$ cat config.mk
export PLATFORM = sky130hd
export DESIGN_NAME = srss_slave
export DESIGN_NICKNAME = d
export VERILOG_FILES = /design/src/design/srss_pkg.sv /design/src/design/srss_fifo.sv /design/src/design/srss_slave.sv
export VERILOG_INCLUDE_DIRS = /design/src /design/src/design
export SDC_FILE = /design/constraint.sdc
export NUM_CORES = 1
export LEC_CHECK = 0
export BUFFER_PORTS_ARGS = -buffer_cell sky130_fd_sc_hd__buf_2
export CORE_MARGIN = 5
export CORE_UTILIZATION = 60
export DETAILED_ROUTE_END_ITERATION = 8
export GPL_TIMING_DRIVEN = 0
export PLACE_DENSITY = 0.77
export SETUP_SLACK_MARGIN = 0.05
export SYNTH_ARGS = -nofsm -noshare
export SYNTH_HDL_FRONTEND = slang
export SYNTH_SLANG_ARGS = --single-unit
$ cat constraint.sdc
create_clock -name core_clk_i -period 3.4 [get_ports core_clk_i]
set_input_delay 0.34 -clock core_clk_i [delete_from_list [all_inputs] [get_ports core_clk_i]]
set_output_delay 0.34 -clock core_clk_i [all_outputs]
set_load 0.005 [all_outputs]
$ cat src/design/srss_cfg.svh
// Purpose: Constants of the serial ROM slave front end
// Assumes: Included by its bare name
// Notes: Opcodes, widths and counts only
`ifndef SRSS_CFG_SVH
`define SRSS_CFG_SVH
`define SRSS_OP_READ 8'h03
`define SRSS_OP_FAST 8'h0b
`define SRSS_ADDR_BITS 21
`define SRSS_ADDR_BYTES 3
`define SRSS_FIFO_DEPTH 8
`define SRSS_STBY_CYCLES 4
`endif

$ cat src/design/srss_pkg.sv
// Purpose: Types of the serial ROM slave front end
// Assumes: Nothing
// Notes: Phase states of one selected sequence
package srss_pkg;
  typedef enum logic [2:0] {
    SRSS_IDLE, SRSS_CMD, SRSS_ADDR, SRSS_DUMMY, SRSS_DATA, SRSS_BAD
  } srss_phase_t;
endpackage

$ cat src/design/srss_fifo.sv
// Purpose: Small synchronous FIFO with valid/ready on both sides
// Assumes: One clock, asynchronous active high reset
// Notes: Full and empty are exact
`timescale 1ns/1ps
`default_nettype none
module srss_fifo #(
  parameter int WIDTH = 8,
  parameter int DEPTH = 8
) (
  // Clock and reset
  input wire logic clk_i,
  input wire logic rst_i,
  input wire logic flush_i,
  // Fill side
  input wire logic in_valid_i,
  output logic in_ready_o,
  input wire logic [WIDTH-1:0] in_data_i,
  // Drain side
  output logic out_valid_o,
  input wire logic out_ready_i,
  output logic [WIDTH-1:0] out_data_o
);
  localparam int AW = $clog2(DEPTH);
  logic [WIDTH-1:0] mem [DEPTH];
  logic [AW-1:0] wr_q, rd_q;
  logic [AW:0] cnt_q;
  wire push = in_valid_i && in_ready_o;
  wire pop = out_valid_o && out_ready_i;
  assign in_ready_o = (cnt_q != (AW+1)'(DEPTH)) && !flush_i;
  assign out_valid_o = (cnt_q != '0);
  assign out_data_o = mem[rd_q];
  always_ff @(posedge clk_i) begin
    if (push) begin
      mem[wr_q] <= in_data_i;
    end
  end
  always_ff @(posedge clk_i or posedge rst_i) begin
    if (rst_i) begin
      wr_q <= '0;
      rd_q <= '0;
      cnt_q <= '0;
    end else if (flush_i) begin
      wr_q <= '0;
      rd_q <= '0;
      cnt_q <= '0;
    end else begin
      if (push) begin
        wr_q <= (wr_q == AW'(DEPTH - 1)) ? '0 : wr_q + 1'b1;
      end
      if (pop) begin
        rd_q <= (rd_q == AW'(DEPTH - 1)) ? '0 : rd_q + 1'b1;
      end
      cnt_q <= cnt_q + (AW+1)'(push) - (AW+1)'(pop);
    end
  end
endmodule // srss_fifo
`default_nettype wire

$ cat src/design/srss_slave.sv
// Purpose: SPI slave front end of a serial read-only memory with pause
// Assumes: Pins sampled by core_clk_i, serial clock far slower than it
// Notes: ROM words arrive by request/answer through an 8-word FIFO
// Operation
// - Output bit changes after serial clock falls
// - Input bits captured on serial clock rise
// - Select high ignores bus; low activates
// - Decode only after a seen select fall
// - Active while selected; standby after internal cycles
// - Clock idles low or high, same edges
// - Pause starts on fall, clock low qualifies
// - Pause ends on rise, clock low qualifies
// - Pause floats output, freezes shift state
// - Deselect during pause resets interface
// - Opcode, address, data all MSB first
// - 03h three address; 0Bh adds dummy
// - Address increments per byte, wraps, top ignored
// - Select rise ends read, output stops
`timescale 1ns/1ps
`default_nettype none
`include "srss_cfg.svh"
module srss_slave (
  // Clock and reset
  input wire logic core_clk_i,
  input wire logic rst_i,
  // Serial pins
  input wire logic chip_select_n_i,
  input wire logic sclk_i,
  input wire logic mosi_i,
  input wire logic pause_n_i,
  output logic miso_o,
  output logic miso_oe_n_o,
  // ROM fetch port
  output logic rom_req_valid_o,
  input wire logic rom_req_ready_i,
  output logic [`SRSS_ADDR_BITS-1:0] rom_req_addr_o,
  input wire logic rom_rsp_valid_i,
  output logic rom_rsp_ready_o,
  input wire logic [7:0] rom_rsp_data_i,
  // Power state
  output logic active_o
);
  import srss_pkg::*;
  // Two-flop synchronisers
  logic [1:0] cs_s_q, ck_s_q, di_s_q, pz_s_q;
  logic cs_q, ck_q, pz_q;
  always_ff @(posedge core_clk_i or posedge rst_i) begin
    if (rst_i) begin
      cs_s_q <= 2'h3;
      ck_s_q <= 2'h0;
      di_s_q <= 2'h0;
      pz_s_q <= 2'h3;
      cs_q <= 1'b1;
      ck_q <= 1'b0;
      pz_q <= 1'b1;
    end else begin
      cs_s_q <= {cs_s_q[0], chip_select_n_i};
      ck_s_q <= {ck_s_q[0], sclk_i};
      di_s_q <= {di_s_q[0], mosi_i};
      pz_s_q <= {pz_s_q[0], pause_n_i};
      cs_q <= cs_s_q[1];
      ck_q <= ck_s_q[1];
      pz_q <= pz_s_q[1];
    end
  end
  wire cs_n = cs_s_q[1];
  wire ck = ck_s_q[1];
  wire din = di_s_q[1];
  wire pz_n = pz_s_q[1];
  wire cs_fall = cs_q && !cs_n;
  wire ck_rise = !ck_q && ck;
  wire ck_fall = ck_q && !ck;
  // Pause tracking
  logic paused_q, armed_q;
  wire pause_want = !pz_n && !cs_n;
  wire pause_go = !paused_q && pause_want && !ck;
  wire pause_end = paused_q && pz_n && !ck;
  wire live = !paused_q && !pause_go;
  wire cs_rise_in_pause = !cs_q && cs_n && paused_q;
  // Sequence state
  srss_phase_t phase_q, phase_d;
  logic [2:0] bit_q;
  logic [1:0] byte_q;
  logic [7:0] sh_q;
  logic [7:0] out_q;
  logic fast_q, drive_q, miso_q;
  logic [`SRSS_ADDR_BITS-1:0] addr_q;
  logic [2:0] stby_q;
  wire [7:0] sh_next = {sh_q[6:0], din};
  wire byte_done = ck_rise && live && (bit_q == 3'h7);
  wire start_data = byte_done && (
    (phase_q == SRSS_DUMMY) ||
    (phase_q == SRSS_ADDR && byte_q == 2'h2 && !fast_q));
  // Fetch path through the FIFO
  logic req_pend_q;
  logic [7:0] f_data;
  logic f_valid, f_in_ready, f_pop;
  wire flush = cs_n;
  assign rom_req_valid_o = req_pend_q;
  assign rom_req_addr_o = addr_q;
  assign f_pop = (phase_q == SRSS_DATA) && live && ck_fall &&
    (bit_q == 3'h0) && f_valid;
  srss_fifo #(.WIDTH(8), .DEPTH(`SRSS_FIFO_DEPTH)) srss_fifo_i (
    .clk_i(core_clk_i),
    .rst_i(rst_i),
    .flush_i(flush),
    .in_valid_i(rom_rsp_valid_i),
    .in_ready_o(f_in_ready),
    .in_data_i(rom_rsp_data_i),
    .out_valid_o(f_valid),
    .out_ready_i(f_pop),
    .out_data_o(f_data)
  );
  // Answers still in flight at deselect are taken and dropped
  assign rom_rsp_ready_o = f_in_ready || flush;
  always_comb begin
    phase_d = phase_q;
    case (phase_q)
      SRSS_IDLE: if (armed_q && !cs_n) phase_d = SRSS_CMD;
      SRSS_CMD: if (byte_done) begin
        if (sh_next == `SRSS_OP_READ || sh_next == `SRSS_OP_FAST) begin
          phase_d = SRSS_ADDR;
        end else begin
          phase_d = SRSS_BAD;
        end
      end
      SRSS_ADDR: if (byte_done && byte_q == 2'h2) begin
        phase_d = fast_q ? SRSS_DUMMY : SRSS_DATA;
      end
      SRSS_DUMMY: if (byte_done) phase_d = SRSS_DATA;
      SRSS_DATA: phase_d = SRSS_DATA;
      SRSS_BAD: phase_d = SRSS_BAD;
      default: phase_d = SRSS_IDLE;
    endcase
  end
  always_ff @(posedge core_clk_i or posedge rst_i) begin
    if (rst_i) begin
      paused_q <= 1'b0;
      armed_q <= 1'b0;
    end else begin
      if (cs_fall && pz_n) armed_q <= 1'b1;
      else if (cs_rise_in_pause) armed_q <= 1'b0;
      if (cs_n) paused_q <= 1'b0;
      else if (pause_go) paused_q <= 1'b1;
      else if (pause_end) paused_q <= 1'b0;
    end
  end
  always_ff @(posedge core_clk_i or posedge rst_i) begin
    if (rst_i) begin
      phase_q <= SRSS_IDLE;
      bit_q <= 3'h0;
      byte_q <= 2'h0;
      sh_q <= 8'h00;
      fast_q <= 1'b0;
      addr_q <= '0;
      req_pend_q <= 1'b0;
    end else if (cs_n) begin
      phase_q <= SRSS_IDLE;
      bit_q <= 3'h0;
      byte_q <= 2'h0;
      req_pend_q <= 1'b0;
    end else begin
      phase_q <= phase_d;
      if (ck_rise && live && phase_q != SRSS_BAD &&
          phase_q != SRSS_IDLE && phase_q != SRSS_DATA) begin
        sh_q <= sh_next;
        bit_q <= bit_q + 3'h1;
      end
      if (phase_q == SRSS_DATA && ck_fall && live) begin
        bit_q <= bit_q + 3'h1;
      end
      if (byte_done && phase_q == SRSS_CMD) begin
        fast_q <= (sh_next == `SRSS_OP_FAST);
      end
      if (byte_done && phase_q == SRSS_ADDR) begin
        byte_q <= byte_q + 2'h1;
        addr_q <= {addr_q[`SRSS_ADDR_BITS-9:0], sh_next};
      end
      if (req_pend_q && rom_req_ready_i) begin
        req_pend_q <= 1'b0;
        addr_q <= addr_q + 1'b1;
      end else if (start_data || (f_pop && !req_pend_q)) begin
        req_pend_q <= 1'b1;
      end
    end
  end
  // Output launch on serial clock fall
  always_ff @(posedge core_clk_i or posedge rst_i) begin
    if (rst_i) begin
      out_q <= 8'h00;
      miso_q <= 1'b0;
      drive_q <= 1'b0;
    end else if (cs_n) begin
      drive_q <= 1'b0;
      miso_q <= 1'b0;
    end else if (phase_q == SRSS_DATA && ck_fall && live) begin
      drive_q <= 1'b1;
      if (bit_q == 3'h0) begin
        out_q <= {f_data[6:0], 1'b0};
        miso_q <= f_data[7];
      end else begin
        out_q <= {out_q[6:0], 1'b0};
        miso_q <= out_q[7];
      end
    end
  end
  // Power state
  wire busy = req_pend_q || f_valid;
  always_ff @(posedge core_clk_i or posedge rst_i) begin
    if (rst_i) begin
      stby_q <= 3'h0;
    end else if (!cs_n || busy) begin
      stby_q <= 3'(`SRSS_STBY_CYCLES);
    end else if (stby_q != 3'h0) begin
      stby_q <= stby_q - 3'h1;
    end
  end
  assign active_o = !cs_n || (stby_q != 3'h0);
  assign miso_o = miso_q;
  assign miso_oe_n_o = !(drive_q && !paused_q && !cs_n);
endmodule // srss_slave
`default_nettype wire

==> out/metrics.csv <==
stage,metric,value,unit
status,status,completed,
global_routing,number of global-route vias before repair,4886,
routing,Pre-antenna DRT Iters,6,
critical_path,Crit path top cell by count,clkbuf_1,
placed_design,global placer's final weighted congestion,0.937,
routing,routed vias,4864,
cells_and_area,# fillers,704,
cells_and_area,post-route cell area,0.00750,sq mm
critical_path,r2r worst-path depth,8,
critical_path,reg2reg end,srss_fifo_i.cnt_q[2]$_DFF_PP0_,
sta,max-slew violation count,0,
sta,Max Clock Freq,0.322,GHz
logic_synthesis,Synth cell types,74,
power_and_ir_drop,pwr dens,651,mW/mm^2
critical_path,critical path type,reg2out,
clock_tree,"CTS clk-pin slew, worst paths",60,ps
cells_and_area,final core utilization,72.0,%
sta,max_slew headroom,31.5,%
sta,Final setup viols,0,
sta,minimum clock period,3110,ps
routing,1st-iter DRT viols,575,
critical_path,critical path peak fanout,10,
power_and_ir_drop,maximum VDD drop,497,uV
critical_path,CP Capture Type,output port,
sta,clock skew,5.54,ps
cells_and_area,"commonest non-fill, non-tap cells in the layout","dfrtp_1 (67), edfxtp_1 (64), buf_2 (50)",
critical_path,Worst path max stage delay,630,ps
floorplan,starting density of the core,61.9,%
placed_design,Port-buffer cells,41,
global_routing,largest net degree at the start of global routing,73,
routing,DRC errors left,0,
floorplan,Rows,37,
job,Max Cap Violations,0,
critical_path,CP bufs+invs,4,
sta,Worst-Margin Slew,1020,ps
logic_synthesis,Yosys reg bits,136,
routing,Routed WL,15200,um
cells_and_area,share of layout cells above drive strength 1,22.7,%
sta,TNS Setup,0,ps
critical_path,Worst Setup Start Kind,register,
routing,post-route ant nets,0,
sta,Final Hold Fails,0,
global_routing,Total GRT Usage,25.0,%
cells_and_area,diodes inserted,0,
power_and_ir_drop,leakage,2.91,nW
sta,Final period util,91.4,%
cells_and_area,multi-input combinational cell area,0.00253,sq mm
critical_path,"slowest stage cell, crit path",dfstp_2,
clock_tree,CTS sink count,136,
critical_path,worst r2r src,cs_s_q[1]$_DFF_PP1_,
placed_design,placed instance area,0.00683,sq mm
clock_tree,worst skew pair latency,530,ps
global_routing,total congestion overflow,0,
cells_and_area,FF+latch area,0.00373,sq mm
logic_synthesis,"Async S/R FF share, synth",52.9,%
logic_synthesis,mapped cell area,0.00644,sq mm
clock_tree,post-cts resize count,0,
critical_path,CP arrival,2770,ps
sta,final hold slack,7.03,ps
routing,wire per inst,20.2,um
cells_and_area,most common library cell in the layout ignoring fill and taps,dfrtp_1,
logic_synthesis,Syn Inst Count,539,
floorplan,DIE HEIGHT,114,um
hold_path,Hold Crit Class,in2async,
clock_tree,Longest Clk Path Bufs,2,
cells_and_area,nets,637,
clock_tree,CTS buffer count,17,
clock_tree,CTS tree,built,
clock_tree,Clock Tree Root,clkbuf_8,
sta,unrepaired setup endpoints after global routing,false,
critical_path,WP data required,3060,ps
placed_design,dpl hpwl,9950,um
critical_path,reg2reg setup slack,310,ps
floorplan,IO Count,42,
floorplan,die width,114,um
floorplan,core area,0.0104,sq mm
cells_and_area,area delta synth->final,16.3,%
floorplan,die area,0.0129,sq mm
critical_path,Worst path top cell family by delay,buffers and inverters,
logic_synthesis,most common flop cell mapped by yosys,dfrtp_1,
logic_synthesis,post-synthesis sequential area ratio,57.9,%
logic_synthesis,syn_nets,573,
global_routing,first-pass GRT wire length,24900,um
routing,vias per inst,6.47,
global_routing,antenna violations before repair,0,
logic_synthesis,Yosys Warn Count,0,
logic_synthesis,Post-synth EDFFs,64,
critical_path,"Cell Chain, Critical Path","clkbuf_1, clkbuf_1, buf_1, nand3b_1, buf_2",
logic_synthesis,synthesized area per cell,12.0,sq um
clock_tree,setup bufs post-CTS,0,
power_and_ir_drop,"Power, Total",4.88,mW
clock_tree,H-tree depth,4,
-- cell usage after synthesis (all sizes together) (2+ instances only) --
library cell  instances  area, sq um
xnor2                 4         35.0
a211oi                9         67.6
nand2                35          131
ha                   17          213
clkbuf               19         73.8
dfstp                 5          131
nand4                 7         50.1
o32ai                 3         26.3
or4                   5         37.5
a22oi                 5         37.5
mux4                  2         45.0
nand3                11         55.1
o22a                  4         35.0
or2                   2         15.0
o41ai                 2         17.5
a31oi                 2         12.5
mux2i                 2         20.0
nor3                 16         90.1
edfxtp               64         1920
o22ai                18          113
nand2b               10         62.6
o311ai                7         61.3
or3                   5         31.3
nor2b                 6         37.5
o21a                 10         75.1
mux2                 35          394
nor2                 39          146
o31ai                 3         22.5
buf                  11         56.3
and3                  4         25.0
a311oi                2         17.5
inv                  18         67.6
nand4bb               2         38.8
nand4b                2         17.5
o21ai                15         75.1
nor4b                 2         23.8
a21oi                32          160
nor4                  5         37.5
nand3b                3         22.5
or3b                  2         17.5
a21o                  3         22.5
and2                  2         12.5
dfrtp                67         1680
-- power breakdown --
group,switching [mW],total [mW],internal (mW),leakage (nW)
clock,0.704,1.92,1.22,0.299
sequential,0.194,2.13,1.93,1.52
combinational,0.454,0.834,0.381,1.10
total,1.35,4.88,3.53,2.91
-- registers in the layout (all words and copies together) (netlist names), 2 cells and up --
name	flops
srss_fifo_i.wr_q	3
bit_q	3
cs_s_q	2
di_s_q	2
stby_q	3
srss_fifo_i.rd_q	3
ck_s_q	2
byte_q	2
sh_q	7
pz_s_q	2
out_q	7
rom_req_addr_o	21
srss_fifo_i.mem	64
srss_fifo_i.cnt_q	4
phase_q	3
-- metrics by stage --
| step | cells | setup slack (ps) |
|---|---|---|
| after floorplan | 539 | 970 |
| after global placement | 716 | 356 |
| after detailed placement | 716 | 264 |
| after CTS | 752 | 260 |
| after global routing | 752 | 86.8 |
| final | 752 | 291 |
-- area by class of cell --
cell class / instances / share of cell area, %
inverters: 18 / 0.935
plain buffers: 30 / 1.74
multi-input cells: 355 / 33.7
clock buffers: 19 / 5.76
clock inverters: 13 / 2.57
flip-flops and latches: 136 / 49.8
repair buffers: 45 / 3.27
well taps: 136 / 2.27
-- cells by family (layout without fill, tap and decap cells) --
| family | Yosys count | after routing | share of synthesized area (%) |
|---|---|---|---|
| AOI/OAI and AO/OA | 131 | 131 | 13.8 |
| xor gates and xnor gates | 4 | 4 | 0.544 |
| adders and majority gates | 18 | 18 | 3.61 |
| buffers and inverters | 48 | 125 | 3.07 |
| DFF | 136 | 136 | 57.9 |
| muxes | 39 | 39 | 7.13 |
| and+or+nand+nor | 163 | 163 | 14.0 |
-- worst max-delay path by stage --
stage | start | endpoint | slack (ps) | depth (start not counted)
2_1_floorplan | bit_q[0]$_DFFE_PP0P_ | srss_fifo_i.cnt_q[1]$_DFF_PP0_ | 970 | 11
3_3_place_gp | rst_i | di_s_q[0]$_DFF_PP0_ | 360 | 2
3_5_place_dp | cs_s_q[1]$_DFF_PP1_ | srss_fifo_i.cnt_q[2]$_DFF_PP0_ | 260 | 8
4_1_cts | cs_s_q[1]$_DFF_PP1_ | active_o | 260 | 5
5_1_grt | cs_s_q[1]$_DFF_PP1_ | srss_fifo_i.cnt_q[2]$_DFF_PP0_ | 90 | 8
6_report | cs_s_q[1]$_DFF_PP1_ | active_o | 290 | 5
-- layer usage --
| layer | GRT usage, % | up-vias | routed length (um) |
|---|---|---|---|
| li1 | - | 2185 | - |
| met1 | 35.2 | 2394 | 6700 |
| met2 | 37.4 | 251 | 6940 |
| met3 | 6.58 | 34 | 1300 |
| met4 | 9.46 | 0 | 257 |
| met5 | 0 | - | 0 |
-- repair_timing --
action	CTS	global route
hold buffers	4	0
endpoints found under the setup margin	0	0
endpoints found under the hold margin	4	0
Note: power is estimated with default switching activity, not from simulation.
